==> src/rtl/qsrm_pkg.sv <==
// constants and types shared by the quad serial read master
package qsrm_pkg;

  // ****************************************************************
  // timing
  // ****************************************************************
  localparam int CLK_PERIOD_PS      = 40000; // 25 MHz system clock
  localparam int SCLK_MIN_PERIOD_PS = 12500; // fastest legal serial clock
  localparam int SCLK_MIN_CYC_RAW   = (SCLK_MIN_PERIOD_PS + CLK_PERIOD_PS - 1) / CLK_PERIOD_PS;
  localparam int SCLK_MIN_CYC       = (SCLK_MIN_CYC_RAW < 1) ? 1 : SCLK_MIN_CYC_RAW;
  localparam int SCLK_GEN_MIN_CYC   = 2;     // a flop-made clock needs two cycles a period

  // ****************************************************************
  // frame limits and counts
  // ****************************************************************
  localparam int WORD_LEN_MAX  = 128;
  localparam int WORD_CNT_MAX  = 4096;
  localparam int DELAY_MAX     = 3;
  localparam int LEAD_PERIODS  = 1;        // driver enable ahead of select
  localparam int TRAIL_PERIODS = 2;        // select held after last falling edge
  localparam int SYNC_LAT      = 3;        // falling edge to captured data

  // ****************************************************************
  // lane selection codes
  // ****************************************************************
  localparam logic [1:0] LANES_ONE  = 2'h0;
  localparam logic [1:0] LANES_TWO  = 2'h1;
  localparam logic [1:0] LANES_FOUR = 2'h2;

  // ****************************************************************
  // reset values of the pins
  // ****************************************************************
  localparam logic       CS_N_RST = 1'h1;
  localparam logic       SCLK_RST = 1'h0;
  localparam logic [3:0] DQ_RST   = 4'h0;
  localparam logic [3:0] OE_RST   = 4'h0;

  // ****************************************************************
  // sequencer states, gray along the frame
  // ****************************************************************
  typedef enum logic [2:0] {
    QSRM_IDLE  = 3'h0,
    QSRM_LEAD  = 3'h1,
    QSRM_DELAY = 3'h3,
    QSRM_SHIFT = 3'h2,
    QSRM_TRAIL = 3'h6
  } qsrm_state_type;

endpackage

==> src/rtl/qsrm_core.sv <==
// quad serial read master: sequencer, clock divider, pin sync and word assembly
module qsrm_core
  import qsrm_pkg::*;
#(
  parameter int DIV_W  = 8,
  parameter int WLEN_W = 7,
  parameter int WCNT_W = 12
) (
  // clock, reset, enable
  input  wire logic                    clk_i,
  input  wire logic                    rst_i,
  input  wire logic                    ce_i,
  // frame request and configuration
  input  wire logic                    start_i,
  input  wire logic [1:0]              lanes_i,
  input  wire logic [WLEN_W-1:0]       word_len_m1_i,
  input  wire logic [WCNT_W-1:0]       word_cnt_m1_i,
  input  wire logic [1:0]              select_to_clock_delay_field_i,
  input  wire logic [DIV_W-1:0]        serial_clock_divide_factor_i,
  input  wire logic [WORD_LEN_MAX-1:0] tx_word_i,
  input  wire logic                    word_irq_en_i,
  input  wire logic                    frame_irq_en_i,
  // serial pins
  output logic                         sclk_o,
  output logic                         cs_n_o,
  input  wire logic [3:0]              dq_i,
  output logic [3:0]                   dq_o,
  output logic [3:0]                   dq_oe_o,
  // results and status
  output logic [WORD_LEN_MAX-1:0]      rx_word_o,
  output logic                         word_valid_o,
  output logic                         frame_done_o,
  output logic                         irq_o,
  output logic                         busy_o
);

  // ****************************************************************
  // elaboration checks
  // ****************************************************************
  if ((2 ** WLEN_W) != WORD_LEN_MAX) begin : g_chk_wlen
    $error("word length field must span exactly 1 to 128");
  end
  if ((2 ** WCNT_W) != WORD_CNT_MAX) begin : g_chk_wcnt
    $error("word count field must span exactly 1 to 4096");
  end
  if (SCLK_MIN_CYC > SCLK_GEN_MIN_CYC || DIV_W < 1) begin : g_chk_div
    $error("divider cannot honour the minimum serial clock period");
  end

  // shift amount for the lane count: bits per falling edge is 1 << shift
  function automatic logic [1:0] lane_shift(input logic [1:0] lanes);
    lane_shift = (lanes == LANES_ONE) ? 2'h0 : (lanes == LANES_TWO) ? 2'h1 : 2'h2;
  endfunction

  // ****************************************************************
  // input synchroniser, three stages with agreement filter
  // ****************************************************************
  logic [3:0] sync1;
  logic [3:0] sync2;
  logic [3:0] sync3;
  logic [3:0] dq_filt;
  logic [3:0] next_dq_filt;

  // a bit moves only when stages two and three agree
  always_comb begin
    next_dq_filt = (dq_filt & (sync2 ^ sync3)) | (sync2 & ~(sync2 ^ sync3));
  end

  always_ff @(posedge clk_i) begin
    if (rst_i) begin
      sync1   <= 4'h0;
      sync2   <= 4'h0;
      sync3   <= 4'h0;
      dq_filt <= 4'h0;
    end else if (ce_i) begin
      sync1   <= dq_i;
      sync2   <= sync1;
      sync3   <= sync2;
      dq_filt <= next_dq_filt;
    end
  end

  // ****************************************************************
  // sequencer, clock generator and pin drivers
  // ****************************************************************
  qsrm_state_type           state,     next_state;
  logic [DIV_W:0]           ph,        next_ph;
  logic [DIV_W:0]           per_m1,    next_per_m1;
  logic [DIV_W:0]           low_len,   next_low_len;
  logic [1:0]               lsh,       next_lsh;
  logic [WLEN_W-1:0]        wlen,      next_wlen;
  logic [WLEN_W-1:0]        bit_left,  next_bit_left;
  logic [WCNT_W-1:0]        word_left, next_word_left;
  logic [1:0]               dly_left,  next_dly_left;
  logic [1:0]               dly_cfg,   next_dly_cfg;
  logic                     trl_left,  next_trl_left;
  logic [WORD_LEN_MAX-1:0]  tx_sh,     next_tx_sh;
  logic                     next_sclk;
  logic                     next_cs_n;
  logic [3:0]               next_dq;
  logic [3:0]               next_oe;
  logic                     next_busy;
  logic                     per_end;
  logic                     fall_evt;
  logic                     word_end;
  logic                     frame_end;
  logic [DIV_W:0]           div_ext;

  assign per_end = (ph == per_m1);
  assign fall_evt = (state == QSRM_SHIFT) && per_end;

  always_comb begin
    div_ext        = {1'b0, serial_clock_divide_factor_i};
    next_state     = state;
    next_ph        = per_end ? '0 : (DIV_W+1)'(1) + ph;
    next_per_m1    = per_m1;
    next_low_len   = low_len;
    next_lsh       = lsh;
    next_wlen      = wlen;
    next_bit_left  = bit_left;
    next_word_left = word_left;
    next_dly_left  = dly_left;
    next_dly_cfg   = dly_cfg;
    next_trl_left  = trl_left;
    next_tx_sh     = tx_sh;
    next_cs_n      = cs_n_o;
    next_oe        = dq_oe_o;
    next_busy      = busy_o;
    word_end       = 1'b0;
    frame_end      = 1'b0;
    unique case (state)
      QSRM_IDLE: begin
        next_ph = '0;
        if (start_i) begin
          // period D+1 cycles, high part (D+1)/2 rounded down; D of 0 runs at two cycles
          // zero or odd D keeps both halves equal, even D gives the short high part
          next_per_m1  = (div_ext == '0) ? (DIV_W+1)'(1) : div_ext;
          next_low_len = (div_ext == '0) ? (DIV_W+1)'(1)
                                          : div_ext + (DIV_W+1)'(1) - ((div_ext + (DIV_W+1)'(1)) >> 1);
          next_lsh       = lane_shift(lanes_i);
          next_wlen      = word_len_m1_i;
          next_bit_left  = word_len_m1_i >> lane_shift(lanes_i);
          next_word_left = word_cnt_m1_i;
          next_dly_cfg   = select_to_clock_delay_field_i;
          next_tx_sh     = tx_word_i;
          next_oe        = (lanes_i == LANES_ONE) ? 4'h1 : 4'h0;
          next_busy      = 1'b1;
          next_state     = QSRM_LEAD;
        end
      end
      QSRM_LEAD: begin
        if (per_end) begin
          next_cs_n     = 1'b0;
          next_dly_left = dly_cfg;
          next_state    = (dly_cfg == 2'h0) ? QSRM_SHIFT : QSRM_DELAY;
        end
      end
      QSRM_DELAY: begin
        // clock held low for the extra select-to-clock periods
        if (per_end) begin
          next_dly_left = dly_left - 2'h1;
          if (dly_left == 2'h1) begin
            next_state = QSRM_SHIFT;
          end
        end
      end
      QSRM_SHIFT: begin
        if (fall_evt) begin
          next_tx_sh = {tx_sh[WORD_LEN_MAX-2:0], 1'b0};
          if (bit_left == '0) begin
            word_end      = 1'b1;
            next_bit_left = wlen >> lsh;
            if (word_left == '0) begin
              frame_end     = 1'b1;
              next_trl_left = 1'b1;
              next_state    = QSRM_TRAIL;
            end else begin
              next_word_left = word_left - WCNT_W'(1);
            end
          end else begin
            next_bit_left = bit_left - WLEN_W'(1);
          end
        end
      end
      QSRM_TRAIL: begin
        // two full periods after the last fall, then release select
        if (per_end) begin
          next_trl_left = 1'b0;
          if (!trl_left) begin
            next_cs_n  = 1'b1;
            next_oe    = 4'h0;
            next_busy  = 1'b0;
            next_state = QSRM_IDLE;
          end
        end
      end
      default: begin
        next_state = QSRM_IDLE;
      end
    endcase
    // mode zero: low half first, rising mid-period, falling at period end
    next_sclk = (next_state == QSRM_SHIFT) && (state == QSRM_SHIFT || per_end)
                && (next_ph >= low_len);
    next_dq   = {3'h0, next_tx_sh[WORD_LEN_MAX-1] & next_oe[0]};
  end

  always_ff @(posedge clk_i) begin
    if (rst_i) begin
      state     <= QSRM_IDLE;
      ph        <= '0;
      per_m1    <= (DIV_W+1)'(1);
      low_len   <= (DIV_W+1)'(1);
      lsh       <= 2'h0;
      wlen      <= '0;
      bit_left  <= '0;
      word_left <= '0;
      dly_left  <= 2'h0;
      dly_cfg   <= 2'h0;
      trl_left  <= 1'b0;
      tx_sh     <= '0;
      sclk_o    <= SCLK_RST;
      cs_n_o    <= CS_N_RST;
      dq_o      <= DQ_RST;
      dq_oe_o   <= OE_RST;
      busy_o    <= 1'b0;
    end else if (ce_i) begin
      state     <= next_state;
      ph        <= next_ph;
      per_m1    <= next_per_m1;
      low_len   <= next_low_len;
      lsh       <= next_lsh;
      wlen      <= next_wlen;
      bit_left  <= next_bit_left;
      word_left <= next_word_left;
      dly_left  <= next_dly_left;
      dly_cfg   <= next_dly_cfg;
      trl_left  <= next_trl_left;
      tx_sh     <= next_tx_sh;
      sclk_o    <= next_sclk;
      cs_n_o    <= next_cs_n;
      dq_o      <= next_dq;
      dq_oe_o   <= next_oe;
      busy_o    <= next_busy;
    end
  end

  // ****************************************************************
  // receive assembly, delayed to line up with the synchroniser
  // ****************************************************************
  logic [SYNC_LAT-1:0]     fall_dly,  next_fall_dly;
  logic [SYNC_LAT-1:0]     wend_dly,  next_wend_dly;
  logic [SYNC_LAT-1:0]     fend_dly,  next_fend_dly;
  logic [WORD_LEN_MAX-1:0] rx_sh,     next_rx_sh;
  logic [WORD_LEN_MAX-1:0] next_rx_word;
  logic                    next_word_valid;
  logic                    next_frame_done;
  logic                    next_irq;
  logic [WORD_LEN_MAX-1:0] shifted;

  always_comb begin
    next_fall_dly   = {fall_dly[SYNC_LAT-2:0], fall_evt};
    next_wend_dly   = {wend_dly[SYNC_LAT-2:0], word_end};
    next_fend_dly   = {fend_dly[SYNC_LAT-2:0], frame_end};
    next_rx_sh      = rx_sh;
    next_rx_word    = rx_word_o;
    next_word_valid = 1'b0;
    next_frame_done = 1'b0;
    next_irq        = 1'b0;
    unique case (lsh)
      2'h0:    shifted = {rx_sh[WORD_LEN_MAX-2:0], dq_filt[1]};
      2'h1:    shifted = {rx_sh[WORD_LEN_MAX-3:0], dq_filt[1:0]};
      default: shifted = {rx_sh[WORD_LEN_MAX-5:0], dq_filt[3:0]};
    endcase
    // bits caught at the falling edge, three cycles late
    if (fall_dly[SYNC_LAT-1]) begin
      next_rx_sh = shifted;
      if (wend_dly[SYNC_LAT-1]) begin
        next_rx_sh      = '0;
        next_rx_word    = shifted;
        next_word_valid = 1'b1;
        next_frame_done = fend_dly[SYNC_LAT-1];
        next_irq        = word_irq_en_i | (frame_irq_en_i & fend_dly[SYNC_LAT-1]);
      end
    end
  end

  always_ff @(posedge clk_i) begin
    if (rst_i) begin
      fall_dly     <= '0;
      wend_dly     <= '0;
      fend_dly     <= '0;
      rx_sh        <= '0;
      rx_word_o    <= '0;
      word_valid_o <= 1'b0;
      frame_done_o <= 1'b0;
      irq_o        <= 1'b0;
    end else if (ce_i) begin
      fall_dly     <= next_fall_dly;
      wend_dly     <= next_wend_dly;
      fend_dly     <= next_fend_dly;
      rx_sh        <= next_rx_sh;
      rx_word_o    <= next_rx_word;
      word_valid_o <= next_word_valid;
      frame_done_o <= next_frame_done;
      irq_o        <= next_irq;
    end
  end

endmodule // qsrm_core

==> config.mk <==
export PLATFORM = sky130hd
export DESIGN_NAME = qsrm_core
export DESIGN_NICKNAME = d
export VERILOG_FILES = /design/src/rtl/qsrm_pkg.sv /design/src/rtl/qsrm_core.sv
export SDC_FILE = /design/constraint.sdc
export NUM_CORES = 1
export LEC_CHECK = 0
export ABC_AREA = 1
export BUFFER_PORTS_ARGS = -buffer_cell sky130_fd_sc_hd__buf_2
export CORE_MARGIN = 2
export CORE_UTILIZATION = 58
export DETAILED_ROUTE_END_ITERATION = 6
export HOLD_SLACK_MARGIN = 0.05
export MAX_ROUTING_LAYER = met4
export PLACE_DENSITY = 0.87
export SLEW_MARGIN = 30
export SYNTH_ARGS = -nofsm -noshare
export SYNTH_HDL_FRONTEND = slang
export SYNTH_SLANG_ARGS = --single-unit
==> constraint.sdc <==
create_clock -name clk_i -period 3.22 [get_ports clk_i]
set_input_delay 0.805 -clock clk_i [delete_from_list [all_inputs] [get_ports clk_i]]
set_output_delay 0.805 -clock clk_i [all_outputs]
set_load 0.02 [all_outputs]
==> results of run 1 <==
final cells by class:
| cell class | instances | area (um^2) |
|---|---|---|
| fill | 3021 | 11790 |
| multi-input combinational | 2277 | 10670 |
| sequential | 478 | 9577 |
| timing repair buffer | 340 | 2014 |
| clock buffer | 76 | 1500 |
| tap | 468 | 585.6 |
| inverter | 127 | 484.2 |
| clock inverter | 11 | 161.4 |
| antenna | 3 | 7.507 |
worst reg2reg max path: stages (launching register included):
cell and delay [ps]:
dfxtp_1 420, nor2_4 90, nand2_1 170, inv_1 120, nor2_2 330, inv_1 140, nor3_1 280, ha_1 250
nand2_1 90, nor3_1 250, nand2_1 100, o2111ai_1 280, nand3_1 130, a21oi_1 130
cells by family (layout without fill, tap and decap cells):
| family | count (synthesis) | count (layout) |
|---|---|---|
| and+or+nand+nor | 1388 | 1388 |
| buffers and inverters | 373 | 554 |
| xor gates and xnor gates | 11 | 11 |
| DFF | 478 | 478 |
| other | 1 | 9 |
| adders and majority gates | 25 | 25 |
| AOI/OAI and AO/OA | 847 | 847 |
cell usage after synthesis, types with 3 or more instances:
master,count
buf_1,11
inv_1,113
dfxtp_1,478
nor2_4,4
o221ai_1,3
a31oi_1,130
inv_2,12
a211oi_1,6
ha_1,25
nand3_1,51
nor2_1,230
o21ai_1,113
a21oi_1,337
xor2_1,8
nand2_1,945
o22ai_1,129
buf_6,11
nor3_1,137
buf_4,9
a221oi_1,3
buf_2,38
xnor2_1,3
clkbuf_1,177
nand4_1,10
o211ai_1,3
o21ai_0,112
power groups by stage:
| stage | clock network [W] | registers (W) | logic, W |
|---|---|---|---|
| global route | 0.00613 | 0.00639 | 0.00218 |
| CTS | 0.00590 | 0.00636 | 0.00192 |
| global placement | 0 | 0.00647 | 0.00184 |
| detailed placement | 0 | 0.00648 | 0.00190 |
| finish | 0.00582 | 0.00637 | 0.00194 |
| floorplan | 0 | 0.00644 | 0.00146 |
worst min path at each step:
stage / startpoint / to / slack (ps) / depth (start not counted)
finish: rx_word_o[36] / rx_word_o[36] / 460 / 2
global route: tx_word_i[52] / tx_sh[52] / 480 / 3
floorplan: wlen[4] / wlen[4] / 440 / 2
CTS: select_to_clock_delay_field_i[0] / dly_cfg[0] / 440 / 3
global placement: sync3[2] / dq_filt[2] / 450 / 2
detailed placement: rx_word_o[51] / rx_word_o[51] / 450 / 2
layer usage:
metal  GRT usage (%)  routed length, um  vias to the layer above
li1                -                  -                    10830
met1           36.71              24370                    10000
met2           48.40              27060                      956
met3           6.095               5023                      154
met4           10.78               1921                        0
met5               -                  0                        -
registers in the layout, summed over array words and instances (netlist names), 2 cells and up:
| signal | flops |
|---|---|
| tx_sh | 128 |
| rx_word_o | 128 |
| fall_dly | 3 |
| ph | 9 |
| wlen | 7 |
| low_len | 9 |
| dq_filt | 4 |
| sync2 | 4 |
| wend_dly | 3 |
| dly_cfg | 2 |
| lsh | 2 |
| word_left | 12 |
| dly_left | 2 |
| state | 3 |
| sync3 | 4 |
| fend_dly | 3 |
| bit_left | 7 |
| rx_sh | 127 |
| sync1 | 4 |
| per_m1 | 8 |
through the flow:
| step | setup WS (ps) | instances | hold slack [ps] | cell area (um^2) | util [%] |
|---|---|---|---|---|---|
| after floorplan | 590.9 | 3128 | 435.8 | 21750 | - |
| after global placement | 261.3 | 3690 | 448.0 | 23330 | 63.42 |
| after detailed placement | 195.7 | 3690 | 453.4 | 23330 | 63.42 |
| after CTS | 400.6 | 3777 | 440.5 | 24990 | 67.93 |
| after global routing | 2.405 | 3779 | 475.5 | 24990 | 67.95 |
| final | 359.1 | 3780 | 461.9 | 25000 | 67.95 |
==> results.tsv, run 1 <==
metric	value	unit
Critical Path Start Type	flip-flop	
Pint	0.01039	W
CP startpoint	state[2]	
initial antenna violation count	2	
Required @ worst endpoint	3730	ps
Post-synth ARST share	0	%
final setup violation count	0	
worst-skew pair later-pin latency	600	ps
simple-gate share of the synthesized area	25.52	%
# DRC	0	
clock-pin slew on the worst setup and hold paths	60	ps
largest net degree at the start of global routing	164	
GRT Util Overall	29.77	%
first-pass GRT wire length	95400	um
nets@finish	3467	
top cell type's share of synthesized area	44.04	%
deepest clock path buffer count	3	
Most Frequent Cell on Critical Path	nand2_1	
Rel. slew slack	36.29	%
routability cong.	0.9030	
Comb pwr share	13.7	%
DR pass1 iterations	6	
total leakage power	9.716	nW
most frequent cells in the layout	943 x nand2_1, 476 x dfxtp_1, 337 x a21oi_1, 303 x buf_2, 227 x nor2_1	
# rows	70	
routed wire length	58380	um
hpwl dp	37390	um
post-synthesis cell count	3123	
Clock power frac	41.2	%
die width	197.6	um
post-CTS setup buffer count	0	
Post-DRT Antenna Nets	0	
minimum clock period	2861	ps
largest family of logic cells by synthesized area	simple AND/OR/NAND/NOR gates	
cts bufs inserted	49	
root buf cell	clkbuf_16	
I/O pin total	311	
sequential fraction of the synthesis area	44.04	%
Yosys cell types	44	
Fin Setup TNS	0	ps
Peak supply drop	0.4610	mV
max incr delay on CP	420	ps
worst r2r src	state[2]	
Synth area leaders	dfxtp_1 44%, nand2_1 16%, a21oi_1 7.8%	
skew final	16.05	ps
Sw Ratio	26.46	%
register-to-register setup slack	360	ps
P&R area growth vs syn	15.03	%
prevailing post-synth register cell	dfxtp_1	
worst-path maximum fanout	7	
Synth Area in Compound Gates	21.35	%
Slew Viols, Final	0	
DRT iter0 DRCs	1876	
crit path DAT	3370	ps
IO Port Bufs	304	
Sinks on Clock Net	478	
Critical Path Sink	sclk_o	
DIE AREA	39030	um^2
Reg power frac	45.1	%
most common cell after layout, fill and taps aside	nand2_1	
share of cells above drive strength 1	13.57	%
power density over the cells	565.1	nW/um^2
Post-Synth XOR/XNOR Area	0.4433	%
crit path kind	reg2reg	
count of final hold-check violations	0	
drt via density	5.805	
worst r2r path cells	13	
delay-heaviest family, CP	simple AND/OR/NAND/NOR gates	
crit-path cells	nor2_4, nand2_1, inv_1, nor2_2, inv_1, nor3_1, ha_1, nand2_1, nor3_1, nand2_1, o2111ai_1, nand3_1, a21oi_1	
Via Count	21940	
maxcap violations	0	
RR Endpoint	sclk_o	
critical path depth	13	
post-cts sizing count	0	
Seq cells post-synth	478	
H-Tree Level Count	2	
Slowest cell on crit path	dfxtp_1	
Synth Cell Area	21730	um^2
biggest area consumer among synthesized cells	dfxtp_1	
buffers and inverters on the worst path	2	
Hold WC Path Type	reg2reg	
number of synthesized flops with an enable pin	0	
Routed WL per cell	15.44	um
post-synthesis mux area share	0	%
RSZ-0062 raised after global routing	no	
fmax	0.3495	GHz
number of global-route vias before repair	20040	
CTS tree	built	
gr ovfl total	0	
Post-Synth Adder-Cell Area	1.439	%
# hold bufs at CTS	0	
Die Y	197.6	um
Post-Syn Area per Cell	6.958	um^2
worst-margin pin slew	955.6	ps
Core ar.	36790	um^2
Worst setup EP type	flip-flop	
Final Cycle Share	88.85	%
status	complete, no violations	
Starting Density	59.07	%
synth warn	0	
Psw	0.003738	W
Tot Pwr	0.01413	W
Power figures use the tool's default switching activity.
==> inputs of run 2 (changes only) <==
--- a/config.mk
+++ b/config.mk
@@ -13,6 +13,7 @@
 export HOLD_SLACK_MARGIN = 0.05
 export MAX_ROUTING_LAYER = met4
 export PLACE_DENSITY = 0.87
+export RECOVER_POWER = 100
 export SLEW_MARGIN = 30
 export SYNTH_ARGS = -nofsm -noshare
 export SYNTH_HDL_FRONTEND = slang
==> results.tsv, run 2 (synthesis gave the netlist of run 1 again) <==
metric	value	unit
status	complete, but fails checks	
failing checks	capacitance limit, slew limit	
routed wire length	58500	um
I/O pin total	311	
share of cells above drive strength 1	8.855	%
IO Port Bufs	304	
worst-margin pin slew	1872	ps
Post-DRT Antenna Nets	0	
largest net degree at the start of global routing	164	
post-route insts no fill	3779	
root buf cell	clkbuf_16	
# hold bufs at CTS	0	
DR pass1 iterations	6	
most common cell after layout, fill and taps aside	nand2_1	
# DRC	0	
crit-path cells	clkbuf_2, nor3_1, nor2_1, nand2_1, a21oi_1	
final setup violation count	0	
deepest clock path buffer count	3	
cts bufs inserted	49	
Starting Density	59.07	%
Routed WL per cell	15.48	um
Sinks on Clock Net	478	
max incr delay on CP	1410	ps
die width	197.6	um
Hold WC Path Type	in2reg	
initial antenna violation count	2	
drt via density	5.816	
number of global-route vias before repair	20040	
maxcap violations	2	
DRT iter0 DRCs	1991	
Critical Path Start Type	flip-flop	
Rel. slew slack	-24.80	%
crit path DAT	3510	ps
DIE AREA	39030	um^2
worst-skew pair later-pin latency	590	ps
Die Y	197.6	um
delay-heaviest family, CP	buffers and inverters	
Worst setup EP type	flip-flop	
# rows	70	
Area after DPL	23330	um^2
minimum clock period	3008	ps
CTS tree	built	
Final Cycle Share	93.42	%
GRT Util Overall	29.77	%
clock-pin slew on the worst setup and hold paths	60	ps
Slew Viols, Final	137	
first-pass GRT wire length	95400	um
worst-path maximum fanout	93	
fmax	0.3324	GHz
gr ovfl total	0	
Peak supply drop	0.4724	mV
Layout fillers	3130	
post-CTS setup buffer count	0	
buffers and inverters on the worst path	1	
skew final	14.21	ps
crit path kind	reg2reg	
P&R area growth vs syn	13.63	%
total leakage power	9.079	nW
Via Count	21980	
Fin Setup TNS	0	ps
Design Area, Final	24690	um^2
power density over the cells	569.8	nW/um^2
Core ar.	36790	um^2
nets@finish	3467	
placed insts	3690	
Slowest cell on crit path	clkbuf_2	
count of final hold-check violations	0	
RSZ-0062 raised after global routing	no	
H-Tree Level Count	2	
Required @ worst endpoint	3720	ps
routability cong.	0.9030	
Tot Pwr	0.01407	W
most frequent cells in the layout	944 x nand2_1, 476 x dfxtp_1, 337 x a21oi_1, 233 x nor2_1, 212 x o21ai_0	
largest registers	rx_word_o x128, tx_sh x128, rx_sh x127	
WHS	458.2	ps
post-cts sizing count	0	
hpwl dp	37390	um
==> run 2: changes by cell type in the layout (fill, tap and decap cells not counted), moves of 5 or more <==
cell,previous run,this run
o21ai_1,113,13
o21ai_0,112,212
nor2_4,7,2
clkbuf_1,12,154
buf_4,19,9
nor2_1,227,233
buf_2,303,166
==> run 2: final timing paths <==
check	from	endpoint	slack, ps	cells past startpoint
worst max-delay path	lsh[1]	rx_sh[94]	210	5
worst min-delay path	select_to_clock_delay_field_i[0]	dly_cfg[0]	460	3
worst max register to register	lsh[1]	rx_sh[94]	210	5
worst min register to register	low_len[8]	low_len[8]	460	2
==> run 2: cell type report <==
class,count,area (um^2),share of cell area (%)
inverters,127,484.2,1.961
diodes,2,5.005,0.02027
multi-input cells,2277,10600,42.91
clock buffers,76,1500,6.076
well taps,468,585.6,2.371
flip-flops and latches,478,9577,38.78
clock inverters,11,161.4,0.6537
repair buffers,340,1784,7.226
==> run 2: tightest hold or removal path, cell delays in order <==
cell and delay [ps]:
buf_2 80, nor2_1 40, nor2_1 80
==> run 2: metrics by stage <==
stage / setup slack [ps] / utilization (%)
floorplan: 590.9 / -
global placement: 261.3 / 63.42
detailed placement: 195.7 / 63.42
CTS: 400.6 / 67.93
global route: 2.405 / 67.13
finish: 212.0 / 67.13
==> run 2: report_power, final <==
part	switching (W)	internal (W)
Sequential	0.000175	0.00618
Combinational	0.00123	0.000670
Clock	0.00231	0.00351
==> run 2: per-layer routing <==
layer | vias to the layer above | GRT usage, % | share of wire [%]
met3 | 143 | 6.095 | 8.6
met5 | - | - | 0
li1 | 10820 | - | -
met1 | 10040 | 36.71 | 42
met4 | 0 | 10.78 | 3.2
met2 | 978 | 48.40 | 46
==> inputs of run 3 (changes only) <==
--- a/config.mk
+++ b/config.mk
@@ -9,11 +9,13 @@
 export BUFFER_PORTS_ARGS = -buffer_cell sky130_fd_sc_hd__buf_2
 export CORE_MARGIN = 2
 export CORE_UTILIZATION = 58
+export CTS_CLUSTER_DIAMETER = 100
 export DETAILED_ROUTE_END_ITERATION = 6
 export HOLD_SLACK_MARGIN = 0.05
 export MAX_ROUTING_LAYER = met4
 export PLACE_DENSITY = 0.87
 export RECOVER_POWER = 100
+export REMOVE_ABC_BUFFERS = 1
 export SLEW_MARGIN = 30
 export SYNTH_ARGS = -nofsm -noshare
 export SYNTH_HDL_FRONTEND = slang
==> results.tsv, run 3 (synthesis gave the netlist of run 1 again) <==
metric	value	unit
post-CTS setup buffer count	0	
die width	197.6	um
worst-path maximum fanout	22	
failing checks	capacitance limit, slew limit	
GRT Util Overall	30.01	%
Post-DRT Antenna Nets	0	
Design Area, Final	24840	um^2
Hold WC Path Type	reg2reg	
sequential cell area	9577	um^2
# rows	70	
RSZ-0062 raised after global routing	no	
RR Endpoint	sclk_o	
minimum clock period	2972	ps
most common cell after layout, fill and taps aside	nand2_1	
# DRC	0	
I/O pin total	311	
worst r2r path cells	15	
routed wire length	58710	um
most frequent cells in the layout	945 x nand2_1, 476 x dfxtp_1, 337 x a21oi_1, 229 x nor2_1, 222 x o21ai_0	
grt peak-use layer	met2	
Sinks on Clock Net	478	
drt via density	5.839	
Final Cycle Share	92.31	%
Routed WL per cell	15.52	um
worst-margin pin slew	1818	ps
largest registers	rx_word_o x128, tx_sh x128, rx_sh x127	
register-to-register setup slack	330	ps
count of final hold-check violations	0	
cts bufs inserted	50	
number of global-route vias before repair	20080	
power density over the cells	581.2	nW/um^2
crit-path cells	clkbuf_1, clkinv_1, nor2_1, inv_1, nor2_1, inv_1, a21oi_1, o21ai_1, a21oi_1	
total leakage power	9.157	nW
largest net degree at the start of global routing	144	
Area after DPL	23290	um^2
H-Tree Level Count	2	
IO Port Bufs	304	
clock-pin slew on the worst setup and hold paths	60	ps
crit path kind	in2reg	
DIE AREA	39030	um^2
Layout fillers	3127	
nets@finish	3466	
routability cong.	0.9497	
Ant. Diodes	0	
Core ar.	36790	um^2
met2 Use GR	47.80	%
Slowest cell on crit path	nor2_1	
delay-heaviest family, CP	buffers and inverters	
Core Util, Final	67.51	%
root buf cell	clkbuf_16	
Fin Setup TNS	0	ps
Rel. slew slack	-21.21	%
Tot Pwr	0.01444	W
fmax	0.3364	GHz
Starting Density	59.07	%
max incr delay on CP	610	ps
first-pass GRT wire length	95900	um
CTS tree	built	
maxcap violations	1	
worst r2r src	ph[6]	
Worst setup EP type	flip-flop	
share of cells above drive strength 1	9.354	%
gr ovfl total	0	
Slew Viols, Final	43	
worst-skew pair later-pin latency	580	ps
met3 usage	5.242	%
WHS	461.9	ps
Via Count	22080	
met1 Resource Use GR	38.13	%
# hold bufs at CTS	0	
Hold Path Depth	2	
footprint of the multi-input gates	10620	um^2
Critical Path Start Type	input port	
P&R area growth vs syn	14.29	%
initial antenna violation count	0	
buffers and inverters on the worst path	4	
crit path DAT	3460	ps
Peak supply drop	0.4357	mV
deepest clock path buffer count	3	
Die Y	197.6	um
final setup violation count	0	
DRT iter0 DRCs	2087	
hold_sp	wlen[4]	
status	complete, but fails checks	
DR pass1 iterations	7	
hold-critical path endpoint	wlen[4]	
post-cts sizing count	0	
hpwl dp	38160	um
skew final	12.84	ps
Required @ worst endpoint	3710	ps
[run 3: cell count changes in the layout (fill, tap and decap cells not counted), moves of 4 or more]
| cell | before | now |
|---|---|---|
| nor2_1 | 233 | 229 |
| buf_4 | 9 | 15 |
| clkinv_2 | 5 | 11 |
| o21ai_0 | 212 | 222 |
| o21ai_1 | 13 | 3 |
| clkbuf_1 | 154 | 145 |
[run 3: power breakdown]
part | internal (W) | switching (W) | total (W)
Clock | 0.00376 | 0.00240 | 0.00616
Combinational | 0.000675 | 0.00122 | 0.00190
Sequential | 0.00618 | 0.000193 | 0.00637
[run 3: tightest hold or removal path, cell delays in order, from the launching register on]
cell and delay, ps:
dfxtp_1 300, inv_1 60, a21oi_1 50
[run 3: stage by stage]
step | std cells | setup slack, ps
floorplan | 2882 | -4057
global placement | 3688 | 234.6
detailed placement | 3688 | 213.2
CTS | 3782 | 493.1
global route | 3782 | 85.32
finish | 3782 | 247.5
[run 3: cell type report]
type	count	area share, %
Tap cell	468	2.358
Multi-Input combinational cell	2277	42.75
Inverter	127	1.930
Clock inverter	19	0.9270
Timing Repair Buffer	338	7.154
Sequential cell	478	38.56
Clock buffer	75	6.318
[run 3: how the worst max path moves through the flow]
stage / depth (start not counted) / slack, ps / startpoint / end
finish: 9 / 250 / ce_i / low_len[3]
CTS: 15 / 490 / ph[7] / sclk_o
detailed placement: 12 / 210 / serial_clock_divide_factor_i[1] / low_len[7]
global placement: 15 / 230 / serial_clock_divide_factor_i[0] / low_len[7]
global route: 9 / 90 / ce_i / low_len[3]
floorplan: 4 / -4060 / ce_i / rx_sh[0]
[run 3: layer usage]
layer,up-vias,wire length [um]
li1,10800,-
met1,10110,24810
met2,1030,27040
met3,148,4873
met4,0,1978
met5,-,0
